**config.mk**
```make
export PLATFORM = sky130hd
export DESIGN_NAME = sfsw_top
export DESIGN_NICKNAME = d
export VERILOG_FILES = /design/src/sfsw_pkg.sv /design/src/sfsw_mem_if.sv /design/src/sfsw_top.sv /design/src/sfsw_mem.sv
export VERILOG_INCLUDE_DIRS = /design/src
export SDC_FILE = /design/constraint.sdc
export NUM_CORES = 2
export LEC_CHECK = 0
export BUFFER_PORTS_ARGS = -buffer_cell sky130_fd_sc_hd__buf_2
export CORE_ASPECT_RATIO = 1.75
export CORE_UTILIZATION = 60
export CTS_BUF_LIST = sky130_fd_sc_hd__clkbuf_16
export DETAILED_ROUTE_END_ITERATION = 6
export PLACE_DENSITY = 0.76
export SLEW_MARGIN = 15
export SYNTH_ARGS = -nofsm -noshare
export SYNTH_HDL_FRONTEND = slang
export SYNTH_SLANG_ARGS = --single-unit
```
**constraint.sdc**
```tcl
create_clock -name MCLK -period 9.8 [get_ports MCLK]
set_input_delay 0.98 -clock MCLK [delete_from_list [all_inputs] [get_ports MCLK]]
set_output_delay 0.98 -clock MCLK [all_outputs]
set_load 0.01 [all_outputs]
```
**src/sfsw_params.svh**
```systemverilog
`ifndef SFSW_PARAMS_SVH
`define SFSW_PARAMS_SVH

// command opcodes
`define SFSW_OP_WRITE_UNLOCK 8'h06
`define SFSW_OP_STATUS_WRITE 8'h01
`define SFSW_OP_STATUS_READ 8'h05
`define SFSW_OP_CONFIG_READ 8'h15
`define SFSW_OP_ENTER_WIDE 8'hb7
`define SFSW_OP_EXIT_WIDE 8'he9
`define SFSW_OP_READ 8'h03
`define SFSW_OP_FAST_READ 8'h0b

// status register fields
`define SFSW_SR_LOCK 7
`define SFSW_SR_QE 6
`define SFSW_SR_BP_HI 5
`define SFSW_SR_BP_LO 2
`define SFSW_SR_LATCH 1
`define SFSW_SR_BUSY 0
`define SFSW_SR_RESET 8'h00

// configuration register fields
`define SFSW_CR_DC_HI 7
`define SFSW_CR_DC_LO 6
`define SFSW_CR_WIDE 5
`define SFSW_CR_TB 3
`define SFSW_CR_ODS_HI 2
`define SFSW_CR_RESET 8'h07

// address phase lengths in bits
`define SFSW_ADDR_BITS_NARROW 6'h18
`define SFSW_ADDR_BITS_WIDE 6'h20

// data bit counts accepted by a status write
`define SFSW_WR_BITS_ONE 5'h08
`define SFSW_WR_BITS_TWO 5'h10

// dummy cycle counts per dummy select code
`define SFSW_DUMMY_00 4'h8
`define SFSW_DUMMY_01 4'h6
`define SFSW_DUMMY_10 4'h8
`define SFSW_DUMMY_11 4'ha

// self-timed status write time and its cycle count at 4 ns per clock
`define SFSW_STATUS_WRITE_TIME_NS 10000
`define SFSW_CLK_PERIOD_NS 4
`define SFSW_STATUS_WRITE_CYCLES \
  ((`SFSW_STATUS_WRITE_TIME_NS + `SFSW_CLK_PERIOD_NS - 1) / `SFSW_CLK_PERIOD_NS)

// smallest protected unit: 64 KiB expressed as address bits
`define SFSW_PROT_UNIT_BITS 16

`endif

```
**src/sfsw_pkg.sv**
```systemverilog
package sfsw_pkg;

  typedef enum logic [7:0] {
    ST_IDLE  = 8'h01,
    ST_CMD   = 8'h02,
    ST_ADDR  = 8'h04,
    ST_DUMMY = 8'h08,
    ST_DATA  = 8'h10,
    ST_WDATA = 8'h20,
    ST_TAIL  = 8'h40,
    ST_SKIP  = 8'h80
  } sfsw_state_t;

  typedef enum logic [1:0] {
    SRC_STATUS = 2'h0,
    SRC_CONFIG = 2'h1,
    SRC_ARRAY  = 2'h2
  } sfsw_src_t;

endpackage : sfsw_pkg

```
**src/sfsw_mem_if.sv**
```systemverilog
`timescale 1ns/1ps
interface sfsw_mem_if #(parameter int AW = 8);
  logic rd_en;
  logic [AW-1:0] rd_addr;
  logic [7:0] rd_data;
  logic rd_valid;
  logic wr_en;
  logic [AW-1:0] wr_addr;
  logic [7:0] wr_data;

  modport ctrl (output rd_en, output rd_addr, input rd_data, input rd_valid,
    output wr_en, output wr_addr, output wr_data);
  modport mem (input rd_en, input rd_addr, output rd_data, output rd_valid,
    input wr_en, input wr_addr, input wr_data);
endinterface : sfsw_mem_if

```
**src/sfsw_top.sv**
```systemverilog
// Functional notes
// - status write keeps latch and busy bits
// - status write needs exactly 8 or 16 bits
// - select rise starts timed write: busy, then latch clears at end
// - status reads answered during timed write
// - lock bit with pin low rejects writes
// - otherwise quad and lock/protect bits writable
// - pin lock state lasts until pin high
// - quad or four-wire mode disables pin lock
// - protected region refuses program and erase
// - enter command sets wide flag, 32-bit addresses
// - wide mode ends by exit or reset
// - exit command clears wide flag, 24-bit addresses
// - address sampled rising, data shifted falling
// - read address increments per byte, wraps
// - fast read inserts dummy cycles, default 8
// - fast read ignored while write cycle runs
// - status layout lock,quad,protect,latch,busy
// - dummy select 00/01/10/11 gives 8/6/8/10
// - top/bottom bit one-time, default top
`timescale 1ns/1ps
`include "sfsw_params.svh"
module sfsw_top #(
  parameter int ARRAY_AW = 25,
  parameter int MEM_AW = 8,
  parameter int WRITE_CYCLES = `SFSW_STATUS_WRITE_CYCLES
) (
  // clock and reset
  input wire logic MCLK,
  input wire logic RST,
  // serial link
  input wire logic CS_N,
  input wire logic SCLK,
  input wire logic SI,
  input wire logic IO_LINE_TWO_N,
  output logic SO,
  output logic SO_OE_N,
  // mode input
  input wire logic FOUR_WIRE_COMMAND_MODE,
  // program/erase request check
  input wire logic PE_REQ,
  input wire logic [31:0] PE_ADDR,
  input wire logic PE_ACTIVE,
  output logic PE_DENY,
  // array preload
  input wire logic ARRAY_WE,
  input wire logic [MEM_AW-1:0] ARRAY_WADDR,
  input wire logic [7:0] ARRAY_WDATA,
  // status view
  output logic [7:0] STATUS_REG,
  output logic [7:0] CONFIG_REG,
  output logic PIN_LOCK_STATE
);
  localparam logic [31:0] ADDR_MAX = 32'((64'h1 << ARRAY_AW) - 64'h1);
  localparam logic [15:0] WCYC = 16'(WRITE_CYCLES);

  sfsw_mem_if #(.AW(MEM_AW)) mif ();
  sfsw_mem #(.AW(MEM_AW)) u_mem (.clk(MCLK), .rst(RST), .bus(mif));

  function automatic logic [3:0] dummy_count(input logic [1:0] sel);
    case (sel)
      2'h0: dummy_count = `SFSW_DUMMY_00;
      2'h1: dummy_count = `SFSW_DUMMY_01;
      2'h2: dummy_count = `SFSW_DUMMY_10;
      default: dummy_count = `SFSW_DUMMY_11;
    endcase
  endfunction : dummy_count

  function automatic logic in_region(input logic [31:0] a, input logic [3:0] lvl,
    input logic bottom);
    logic [63:0] size;
    logic [31:0] off;
    size = 64'h0;
    off = a & ADDR_MAX;
    if (lvl != 4'h0)
    begin
      size = 64'h1 << (`SFSW_PROT_UNIT_BITS + 32'(lvl) - 1);
    end
    if (size > 64'(ADDR_MAX) + 64'h1)
    begin
      size = 64'(ADDR_MAX) + 64'h1;
    end
    if (bottom)
    begin
      in_region = 64'(off) < size;
    end
    else
    begin
      in_region = 64'(ADDR_MAX) - 64'(off) < size;
    end
  endfunction : in_region

  // pin synchronisers
  logic cs_s1, cs_s2, cs_s3, ck_s1, ck_s2, ck_s3, si_s1, si_s2, wp_s1, wp_s2;
  always_ff @(posedge MCLK or posedge RST)
  begin
    if (RST)
    begin
      {cs_s1, cs_s2, cs_s3} <= 3'h7;
      {ck_s1, ck_s2, ck_s3} <= 3'h0;
      {si_s1, si_s2} <= 2'h0;
      {wp_s1, wp_s2} <= 2'h3;
    end
    else
    begin
      {cs_s1, cs_s2, cs_s3} <= {CS_N, cs_s1, cs_s2};
      {ck_s1, ck_s2, ck_s3} <= {SCLK, ck_s1, ck_s2};
      {si_s1, si_s2} <= {SI, si_s1};
      {wp_s1, wp_s2} <= {IO_LINE_TWO_N, wp_s1};
    end
  end

  logic sck_rise, sck_fall, cs_rise;
  assign sck_rise = ck_s2 & ~ck_s3 & ~cs_s2;
  assign sck_fall = ~ck_s2 & ck_s3 & ~cs_s2;
  assign cs_rise = cs_s2 & ~cs_s3;

  // registers
  logic [7:0] status_q, config_q;
  logic [15:0] wcnt_q;
  logic busy_q;
  logic busy_flag;
  logic pin_lock;
  assign busy_flag = busy_q | PE_ACTIVE;
  assign pin_lock = status_q[`SFSW_SR_LOCK] & ~wp_s2 &
    ~status_q[`SFSW_SR_QE] & ~FOUR_WIRE_COMMAND_MODE;

  // command engine
  sfsw_pkg::sfsw_state_t state_q;
  sfsw_pkg::sfsw_src_t src_q;
  logic [7:0] op_q, in_q, out_q;
  logic [5:0] cnt_q;
  logic [2:0] obit_q;
  logic [15:0] wdata_q;
  logic [4:0] wbits_q;
  logic [31:0] addr_q;
  logic fast_q, pf_on_q;
  logic [7:0] opcode;
  logic [5:0] alen;
  logic [31:0] addr_shift;
  logic exec_wr;
  assign opcode = {in_q[6:0], si_s2};
  assign alen = config_q[`SFSW_CR_WIDE] ?
    `SFSW_ADDR_BITS_WIDE : `SFSW_ADDR_BITS_NARROW;
  assign addr_shift = {addr_q[30:0], si_s2};
  assign exec_wr = cs_rise && state_q == sfsw_pkg::ST_WDATA && status_q[`SFSW_SR_LATCH] &&
    !busy_flag && !pin_lock && (wbits_q == `SFSW_WR_BITS_ONE ||
    wbits_q == `SFSW_WR_BITS_TWO);

  // two-entry buffer between array and shifter
  logic [7:0] buf_q [0:1];
  logic [1:0] buf_cnt_q;
  logic buf_rd_q, buf_wr_q, inflight_q;
  logic buf_push, buf_pop, buf_ready;
  logic load_byte;
  assign load_byte = sck_fall && state_q == sfsw_pkg::ST_DATA && obit_q == 3'h0;
  assign buf_push = mif.rd_valid & pf_on_q;
  assign buf_pop = load_byte && src_q == sfsw_pkg::SRC_ARRAY && buf_cnt_q != 2'h0;
  assign buf_ready = (2'(buf_cnt_q) + 2'(inflight_q)) < 2'h2;

  always_ff @(posedge MCLK or posedge RST)
  begin
    if (RST)
    begin
      state_q <= sfsw_pkg::ST_IDLE;
      src_q <= sfsw_pkg::SRC_STATUS;
      op_q <= 8'h00;
      in_q <= 8'h00;
      cnt_q <= 6'h00;
      wdata_q <= 16'h0000;
      wbits_q <= 5'h00;
      addr_q <= 32'h0000_0000;
      fast_q <= 1'b0;
      pf_on_q <= 1'b0;
    end
    else if (cs_s2)
    begin
      state_q <= sfsw_pkg::ST_IDLE;
      pf_on_q <= 1'b0;
    end
    else
    begin
      case (state_q)
        sfsw_pkg::ST_IDLE:
        begin
          state_q <= sfsw_pkg::ST_CMD;
          cnt_q <= 6'h00;
          wbits_q <= 5'h00;
        end
        sfsw_pkg::ST_CMD:
        begin
          if (sck_rise)
          begin
            in_q <= opcode;
            cnt_q <= cnt_q + 6'h01;
            if (cnt_q == 6'h07)
            begin
              op_q <= opcode;
              cnt_q <= 6'h00;
              fast_q <= opcode == `SFSW_OP_FAST_READ;
              case (opcode)
                `SFSW_OP_WRITE_UNLOCK, `SFSW_OP_ENTER_WIDE, `SFSW_OP_EXIT_WIDE:
                  state_q <= sfsw_pkg::ST_TAIL;
                `SFSW_OP_STATUS_WRITE:
                  state_q <= sfsw_pkg::ST_WDATA;
                `SFSW_OP_STATUS_READ:
                begin
                  state_q <= sfsw_pkg::ST_DATA;
                  src_q <= sfsw_pkg::SRC_STATUS;
                end
                `SFSW_OP_CONFIG_READ:
                begin
                  state_q <= sfsw_pkg::ST_DATA;
                  src_q <= sfsw_pkg::SRC_CONFIG;
                end
                `SFSW_OP_READ, `SFSW_OP_FAST_READ:
                begin
                  state_q <= busy_flag ? sfsw_pkg::ST_SKIP : sfsw_pkg::ST_ADDR;
                  src_q <= sfsw_pkg::SRC_ARRAY;
                end
                default:
                  state_q <= sfsw_pkg::ST_SKIP;
              endcase
            end
          end
        end
        sfsw_pkg::ST_ADDR:
        begin
          if (sck_rise)
          begin
            addr_q <= addr_shift;
            cnt_q <= cnt_q + 6'h01;
            if (cnt_q == alen - 6'h01)
            begin
              addr_q <= addr_shift & ADDR_MAX;
              cnt_q <= 6'h00;
              pf_on_q <= 1'b1;
              state_q <= fast_q ? sfsw_pkg::ST_DUMMY : sfsw_pkg::ST_DATA;
            end
          end
        end
        sfsw_pkg::ST_DUMMY:
        begin
          if (sck_rise)
          begin
            cnt_q <= cnt_q + 6'h01;
            if (cnt_q == 6'(dummy_count(config_q[`SFSW_CR_DC_HI:`SFSW_CR_DC_LO])) - 6'h01)
            begin
              state_q <= sfsw_pkg::ST_DATA;
            end
          end
        end
        sfsw_pkg::ST_WDATA:
        begin
          if (sck_rise)
          begin
            wdata_q <= {wdata_q[14:0], si_s2};
            if (wbits_q != 5'h11)
            begin
              wbits_q <= wbits_q + 5'h01;
            end
          end
        end
        sfsw_pkg::ST_TAIL:
        begin
          if (sck_rise)
          begin
            state_q <= sfsw_pkg::ST_SKIP;
          end
        end
        sfsw_pkg::ST_DATA, sfsw_pkg::ST_SKIP:
        begin
          state_q <= state_q;
        end
        default:
          state_q <= sfsw_pkg::ST_IDLE;
      endcase
      if (mif.rd_en)
      begin
        addr_q <= (addr_q == ADDR_MAX) ? 32'h0000_0000 : addr_q + 32'h1;
      end
    end
  end

  // status and configuration registers, self-timed write
  always_ff @(posedge MCLK or posedge RST)
  begin
    if (RST)
    begin
      status_q <= `SFSW_SR_RESET;
      config_q <= `SFSW_CR_RESET;
      busy_q <= 1'b0;
      wcnt_q <= 16'h0000;
    end
    else
    begin
      if (exec_wr)
      begin
        status_q[`SFSW_SR_LOCK:`SFSW_SR_BP_LO] <= wbits_q == `SFSW_WR_BITS_TWO ?
          wdata_q[15:10] : wdata_q[7:2];
        if (wbits_q == `SFSW_WR_BITS_TWO)
        begin
          config_q[`SFSW_CR_DC_HI:`SFSW_CR_DC_LO] <= wdata_q[7:6];
          config_q[`SFSW_CR_TB] <= config_q[`SFSW_CR_TB] | wdata_q[3];
          config_q[`SFSW_CR_ODS_HI:0] <= wdata_q[2:0];
        end
        busy_q <= 1'b1;
        wcnt_q <= WCYC;
      end
      else if (busy_q)
      begin
        wcnt_q <= wcnt_q - 16'h1;
        if (wcnt_q == 16'h1)
        begin
          busy_q <= 1'b0;
          status_q[`SFSW_SR_LATCH] <= 1'b0;
        end
      end
      if (cs_rise && state_q == sfsw_pkg::ST_TAIL && !busy_flag)
      begin
        case (op_q)
          `SFSW_OP_WRITE_UNLOCK: status_q[`SFSW_SR_LATCH] <= 1'b1;
          `SFSW_OP_ENTER_WIDE: config_q[`SFSW_CR_WIDE] <= 1'b1;
          `SFSW_OP_EXIT_WIDE: config_q[`SFSW_CR_WIDE] <= 1'b0;
          default: config_q <= config_q;
        endcase
      end
    end
  end

  // buffer fill and drain
  always_ff @(posedge MCLK or posedge RST)
  begin
    if (RST)
    begin
      buf_q[0] <= 8'h00;
      buf_q[1] <= 8'h00;
      buf_cnt_q <= 2'h0;
      buf_rd_q <= 1'b0;
      buf_wr_q <= 1'b0;
      inflight_q <= 1'b0;
    end
    else if (!pf_on_q)
    begin
      buf_cnt_q <= 2'h0;
      buf_rd_q <= 1'b0;
      buf_wr_q <= 1'b0;
      inflight_q <= 1'b0;
    end
    else
    begin
      inflight_q <= mif.rd_en;
      if (buf_push)
      begin
        buf_q[buf_wr_q] <= mif.rd_data;
        buf_wr_q <= ~buf_wr_q;
      end
      if (buf_pop)
      begin
        buf_rd_q <= ~buf_rd_q;
      end
      buf_cnt_q <= buf_cnt_q + 2'(buf_push) - 2'(buf_pop);
    end
  end

  assign mif.rd_en = pf_on_q & buf_ready & ~cs_s2;
  assign mif.rd_addr = addr_q[MEM_AW-1:0];
  assign mif.wr_en = ARRAY_WE;
  assign mif.wr_addr = ARRAY_WADDR;
  assign mif.wr_data = ARRAY_WDATA;

  // output shifter and status view
  logic [7:0] next_byte;
  always_comb
  begin
    case (src_q)
      sfsw_pkg::SRC_STATUS: next_byte = {status_q[7:1], busy_flag};
      sfsw_pkg::SRC_CONFIG: next_byte = config_q;
      default: next_byte = buf_cnt_q != 2'h0 ? buf_q[buf_rd_q] : 8'h00;
    endcase
  end

  always_ff @(posedge MCLK or posedge RST)
  begin
    if (RST)
    begin
      out_q <= 8'h00;
      obit_q <= 3'h0;
      SO <= 1'b0;
      SO_OE_N <= 1'b1;
      PE_DENY <= 1'b0;
      STATUS_REG <= `SFSW_SR_RESET;
      CONFIG_REG <= `SFSW_CR_RESET;
      PIN_LOCK_STATE <= 1'b0;
    end
    else
    begin
      SO_OE_N <= ~(state_q == sfsw_pkg::ST_DATA && !cs_s2);
      if (cs_s2)
      begin
        obit_q <= 3'h0;
      end
      else if (sck_fall && state_q == sfsw_pkg::ST_DATA)
      begin
        obit_q <= obit_q + 3'h1;
        if (load_byte)
        begin
          SO <= next_byte[7];
          out_q <= {next_byte[6:0], 1'b0};
        end
        else
        begin
          SO <= out_q[7];
          out_q <= {out_q[6:0], 1'b0};
        end
      end
      PE_DENY <= PE_REQ & in_region(PE_ADDR, status_q[`SFSW_SR_BP_HI:`SFSW_SR_BP_LO],
        config_q[`SFSW_CR_TB]);
      STATUS_REG <= {status_q[7:1], busy_flag};
      CONFIG_REG <= config_q;
      PIN_LOCK_STATE <= pin_lock;
    end
  end
endmodule : sfsw_top

```
**src/sfsw_mem.sv**
```systemverilog
`timescale 1ns/1ps
module sfsw_mem #(
  parameter int AW = 8
) (
  input wire logic clk,
  input wire logic rst,
  sfsw_mem_if.mem bus
);
  logic [7:0] cell_q [0:(1<<AW)-1];
  logic [7:0] rd_data_q;
  logic rd_valid_q;

  always_ff @(posedge clk)
  begin
    if (bus.wr_en)
    begin
      cell_q[bus.wr_addr] <= bus.wr_data;
    end
  end

  always_ff @(posedge clk or posedge rst)
  begin
    if (rst)
    begin
      rd_data_q <= 8'h00;
      rd_valid_q <= 1'b0;
    end
    else
    begin
      rd_valid_q <= bus.rd_en;
      if (bus.rd_en)
      begin
        rd_data_q <= cell_q[bus.rd_addr];
      end
    end
  end

  assign bus.rd_data = rd_data_q;
  assign bus.rd_valid = rd_valid_q;
endmodule : sfsw_mem

```
Word level (Yosys, flattened, before mapping)
Memories as Yosys holds them, arrays and structs flattened. A register that Yosys moved wholly into a read port is not among the register bits.
Cells that the tools add are included.
Widths: inputs -> output; s select.
{"block": "word_totals", "reg_bits": 179, "latch_bits": 0, "ram_bits": 2048, "rom_bits": 0, "elab_cells": 265, "n_memories": 1}
{"block": "op_classes", "add_sub_neg": 13, "n_mul": 0, "div": 0, "n_lt_le_gt_ge": 7, "eq_ne": 47, "n_shift": 1, "mux": 78, "bitwise_logic": 26, "reduce_logical": 51}
{"memory": "u_mem.cell_q", "words": 256, "word_bits": 8, "read_ports": 1, "rd_ports_with_merged_regs": 1, "write_ports": 1, "line_no": "sfsw_mem.sv:9", "source": "logic [7:0] cell_q [0:(1<<AW)-1];"}
{"op": "$mux 32", "count": 5}
{"op": "$mux 64", "count": 2}
{"op": "$mux 8", "count": 16}
{"op": "$gt 64x26->1 const B", "count": 1}
{"op": "$lt 25x64->1", "count": 1}
{"op": "$lt 64x64->1", "count": 1}
{"op": "$shl 1x32->64 const A", "count": 1}
{"op": "$pmux 8 s6", "count": 1}
{"op": "$mux 6", "count": 7}
{"op": "$eq 8x8->1 const B", "count": 5}
{"op": "$add 32x1->32 const B", "count": 1}
{"op": "$eq 32x25->1 const B", "count": 1}
{"op": "$eq 8x3->1 const B", "count": 4}
{"op": "$mux 16", "count": 2}
{"op": "$pmux 8 s4", "count": 1}
{"op": "$sub 25x25->26 const A", "count": 1}
{"op": "$mux 4", "count": 6}
{"op": "$pmux 6 s4", "count": 1}
{"op": "$mux 1", "count": 21}
{"op": "$ne 3x3->1 const B", "count": 7}
{"op": "$reduce_bool 2->1", "count": 10}
{"op": "$bwmux 16", "count": 1}
{"op": "$eq 16x1->1 const B", "count": 1}
{"op": "$eq 8x1->1 const B", "count": 2}
{"op": "54 further kinds", "count": 124}

Longest topological paths before layout
{"block": "logic_depth", "depth_word": 12, "ltp_mapped": 14, "ltp_nobuf": 14}

Cells and area by module
A second synthesis with hierarchy kept.
{"block": "unflattened", "cells_unflattened": 4942, "hier_area_um2": 90110.2}
{"mod": "sfsw_mem", "n_inst": 1, "cells_each": 3934, "area_each_um2": 80234.5, "seq_area_each_um2": 61724.2}
{"mod": "sfsw_top", "n_inst": 1, "cells_each": 1008, "area_each_um2": 9875.7, "seq_area_each_um2": 4445.5}

Least setup slack after synthesis
OpenSTA, ideal clock, no wires.
{"block": "synth_timing", "kind": "reg-to-reg", "start": "reg state_q[4]", "end": "reg buf_cnt_q[1]", "setup_time_ns": 0.119, "arrival_time_ns": 3.196, "required_time_ns": 9.681, "path_slack_ns": 6.485, "path_stages_with_launch": 15, "path_buffers": 1, "period_less_slack_ns": 3.315, "path_cell_list": "dfrtp_1 > clkbuf_1 > nor4_1 > nand2b_1 > a211o_1 > and4b_1 > o21ai_2 > nand3_1 > nor4_1 > ha_1 > inv_1 > ha_1 > xnor2_1 > xnor2_1 > and2_1"}
{"block": "synth_between", "elab_chain_cells": 7}
{"item": "start: declaration", "line_no": "sfsw_top.sv:129", "source": "sfsw_pkg::sfsw_state_t state_q;"}
{"item": "start signal: assignment", "line_no": "sfsw_top.sv:165", "source": "state_q <= sfsw_pkg::ST_IDLE;"}
{"item": "start signal: assignment", "line_no": "sfsw_top.sv:178", "source": "state_q <= sfsw_pkg::ST_IDLE;"}
{"item": "start signal: assignment", "line_no": "sfsw_top.sv:186", "source": "state_q <= sfsw_pkg::ST_CMD;"}
{"item": "$eq 8x5->1", "line_no": "sfsw_top.sv:156", "source": "assign load_byte = sck_fall && state_q == sfsw_pkg::ST_DATA && obit_q == 3'h0;"}
{"item": "$logic_and 1x1->1 (2 in a row)", "line_no": "sfsw_top.sv:156"}
{"item": "$logic_and 1x1->1 (2 in a row)", "line_no": "sfsw_top.sv:158", "source": "assign buf_pop = load_byte && src_q == sfsw_pkg::SRC_ARRAY && buf_cnt_q != 2'h0;"}
{"item": "$sub 2x1->2", "line_no": "sfsw_top.sv:362", "source": "buf_cnt_q <= buf_cnt_q + 2'(buf_push) - 2'(buf_pop);"}
{"item": "$mux 2", "line_no": "sfsw_top.sv:343", "source": "else if (!pf_on_q)"}
{"item": "end signal: assignment", "line_no": "sfsw_top.sv:362"}
{"item": "end: declaration", "line_no": "sfsw_top.sv:152", "source": "logic [1:0] buf_cnt_q;"}
Every way passes these cells.
A chain may end at the register's enable or synchronous reset.

==> results.sh <==
export IMPL_fin_total_pwr_uw=18400
export IMPL_hp_class="primary input to flip-flop"
export IMPL_routabilityCongestion=0.941
export IMPL_pwr_share_comb=0.020
export IMPL_fp_row_count=186
export IMPL_drt_initial_drc_count=4502
export IMPL_period_share=0.486
export IMPL_status="finished clean"
export IMPL_holdPathStages=1
export IMPL_drtAntennaViolNets=0
export IMPL_core_area_um2=147000
export IMPL_area_growth_syn_to_layout_pct=9.92
export IMPL_cts_root_buf="clkbuf_16"
export IMPL_io_buffers=68
export IMPL_gr_usage_met2=0.496
export IMPL_cp_required_ps=10500
export IMPL_synth_seq_cells=2234
export IMPL_io_pins=78
export IMPL_crit_path_end_kind="flip-flop"
export IMPL_met3_usage=0.0429
export IMPL_clkPwrFrac=0.411
export IMPL_r2r_end="u_mem.bus.rd_data[3]"
export IMPL_crit_type="flip-flop to flip-flop"
export IMPL_htree_levels=4
export IMPL_grt_overflow=0
export IMPL_n_fill_cell=9154
export IMPL_synth_top_family_by_area="multiplexers"
export IMPL_synth_adder_area_share=0.00900
export IMPL_max_clock_freq_mhz=210
export IMPL_clock_latency_ps=820
export IMPL_seq_area_frac_synth=0.744
export IMPL_synthTopCellsByCount="2,048 x edfxtp_1, 499 x mux4_2, 391 x nor2_1"
export IMPL_die_w_um=293
export IMPL_ys_warn_count=0
export IMPL_p_leak_uw=0.0309
export IMPL_seqPwrFrac=0.569
export IMPL_dp_hpwl_mm=129
export IMPL_synth_simple_area_share=0.0431
export IMPL_r2r_start="addr_q[0]"
export IMPL_clock_path_buffers=3
export IMPL_clk_pin_slew_ps=70
export IMPL_synth_xor_area_share=0.00266
export IMPL_cts_buffers=184
export IMPL_hold_buffers=0
export IMPL_clock_skew_ps=22.6
export IMPL_finalSetupTns_ps=0
export IMPL_grt_usage=0.282
export IMPL_yosysUniqueCellTypes=75
export IMPL_relSlewSlack=0.0910
export IMPL_power_switching_uw=3700
export IMPL_antenna_found_initial=6
export IMPL_synthArstFlopShare=0.0833
export IMPL_post_cts_buffers=0
export IMPL_design_area_um2=97800
export IMPL_vias_per_cell=6.55
export IMPL_swShare=0.201
export IMPL_synth_most_common_cell="edfxtp_1"
export IMPL_grt_pass1_wl_mm=305
export IMPL_setup_viol=0
export IMPL_worstPathMaxFanout=90
export IMPL_dpl_cell_area_um2=91600
export IMPL_hold_viol=0
export IMPL_ys_top_cells_by_area="edfxtp_1 69%, mux4_2 13%, dfrtp_1 4.9%"
export IMPL_synth_top_area_frac=0.691
export IMPL_multi_input_area_um2=21600
export IMPL_synth_compound_area_frac=0.0409
export IMPL_start_kind="flip-flop"
export IMPL_remaining_drc_errors=0
export IMPL_layout_drive_gt1_share=0.199
export IMPL_syn_inst=4731
export IMPL_max_cap_violations=0
export IMPL_netlist_area_um2=89000
export IMPL_period_needed_ps=4760
export IMPL_dp_slack_ps=5080
export IMPL_syn_avg_cell_area_um2=18.8
export IMPL_synth_enable_flop_cells=2048
export IMPL_wirelength_mm=210
export IMPL_crit_arrival_ps=5460
export IMPL_post_cts_resized=0
export IMPL_p_int_uw=14700
export IMPL_grtUsageMet1=0.329
export IMPL_setup_ws_ps=5040
export IMPL_dieArea_um2=150000
export IMPL_die_h_um=511
export IMPL_regArea_um2=66200
export IMPL_start_util=0.606
export IMPL_grt_pass1_vias=46500
export IMPL_drv_slew=0
export IMPL_avgRoutedWirePerCell_um=30.1
export IMPL_nets=4943
export IMPL_cts_sinks=2234
export IMPL_synth_mux_area_frac=0.145
export IMPL_min_from="CS_N"
export IMPL_rsz0062_at_grt="no"
export IMPL_grt_busiest_layer="met2"
export IMPL_synth_top_flop_cell="edfxtp_1"
export IMPL_synth_top_cell_by_area="edfxtp_1"
export IMPL_min_to="cs_s1"
export IMPL_rrSetupSlack_ps=5040
export IMPL_powerDensity_nw_per_um2=188
export IMPL_ir_drop_v=0.000199
export IMPL_fin_util=0.666
export IMPL_tightestPinTransition_ps=1350
export IMPL_worst_r2r_path_depth=8
export IMPL_firstDrtPassIters=6
export IMPL_cts_tree="built"
export IMPL_grt_max_degree=158
export IMPL_vias=45600
metrics by stage:
stage | hold WS (ps) | std cells
finish | 255 | 6955
global route | 226 | 6952
CTS | 212 | 6950
detailed placement | 339 | 6608
global placement | 344 | 6608
floorplan | 331 | 4763
worst max-delay path, stage by stage, from the launching register on:
cell	delay [ps]
dfrtp_4	840
buf_12	570
buf_12	620
mux4_2	590
nand2_1	100
a311oi_1	140
o311ai_0	1120
a41oi_1	240
a21o_1	240
flip-flops by register name, indices dropped and copies added, names as in the netlist, 3 cells and up:
| name | flops |
|---|---|
| out_q | 7 |
| cnt_q | 6 |
| CONFIG_REG | 7 |
| u_mem.bus.rd_data | 8 |
| u_mem.cell_q | 2048 |
| STATUS_REG | 8 |
| wdata_q | 16 |
| wcnt_q | 16 |
| addr_q | 32 |
| status_q | 7 |
| buf_q | 16 |
| op_q | 8 |
| config_q | 7 |
| in_q | 7 |
| wbits_q | 5 |
| obit_q | 3 |
| state_q | 8 |
layout make-up:
| class | instances | share of cell area |
|---|---|---|
| Antenna cell | 4 | 0.000102 |
| Tap cell | 1974 | 0.0253 |
| Clock buffer | 187 | 0.0478 |
| Sequential cell | 2234 | 0.677 |
| Timing Repair Buffer | 146 | 0.0115 |
| Multi-Input combinational cell | 2188 | 0.220 |
| Clock inverter | 155 | 0.0154 |
| Inverter | 67 | 0.00265 |
worst max-delay path by stage:
stage / startpoint / to / slack (ps) / cells after the start
6_report: addr_q[0] / u_mem.bus.rd_data[3] / 5040 / 8
5_1_grt: addr_q[0] / u_mem.bus.rd_data[1] / 4860 / 8
4_1_cts: addr_q[0] / u_mem.bus.rd_data[3] / 5050 / 8
3_5_place_dp: addr_q[0] / u_mem.bus.rd_data[1] / 5080 / 8
3_3_place_gp: addr_q[0] / u_mem.bus.rd_data[1] / 5110 / 8
2_1_floorplan: RST / CONFIG_REG[3] / 3780 / 1
cells in the final DEF, fill, tap and decap left out, types with 56 or more instances in the layout:
cell	netlist	layout
nor2_1	391	389
buf_4	6	68
nand2_1	212	212
ha_1	64	64
a21oi_1	106	106
dfrtp_1	173	169
clkbuf_16	0	187
inv_1	66	104
mux2i_1	124	124
a22oi_1	72	72
o21ai_0	106	106
buf_2	62	60
mux4_2	499	499
edfxtp_1	2048	2048
nand3_1	56	56
power groups by stage:
| stage | sequential [uW] | combinational, uW | clock [uW] |
|---|---|---|---|
| 2_1_floorplan | 10600 | 148 | 0 |
| 3_3_place_gp | 10700 | 350 | 0 |
| 3_5_place_dp | 10700 | 367 | 0 |
| 4_1_cts | 10500 | 369 | 7620 |
| 5_1_grt | 10500 | 401 | 7940 |
| 6_report | 10500 | 370 | 7560 |
per-layer routing:
layer,part of all wire,up-vias,wire length [um]
li1,-,19200,-
met3,0.069,507,14400
met2,0.53,2234,112000
met4,0.065,4,13700
met1,0.33,23600,69900
met5,0.00013,-,27
logic make-up (layout without fill, tap and decap cells):
group           Yosys count  in the layout
fa+ha+maj                64             64
xor+xnor                 27             27
compound gates          545            545
mux                     660            660
buf+inv                 341            555
simple gates            858            858
flops                  2234           2234
other cells               2             38
No activity file was read; power rests on OpenSTA's default activity.
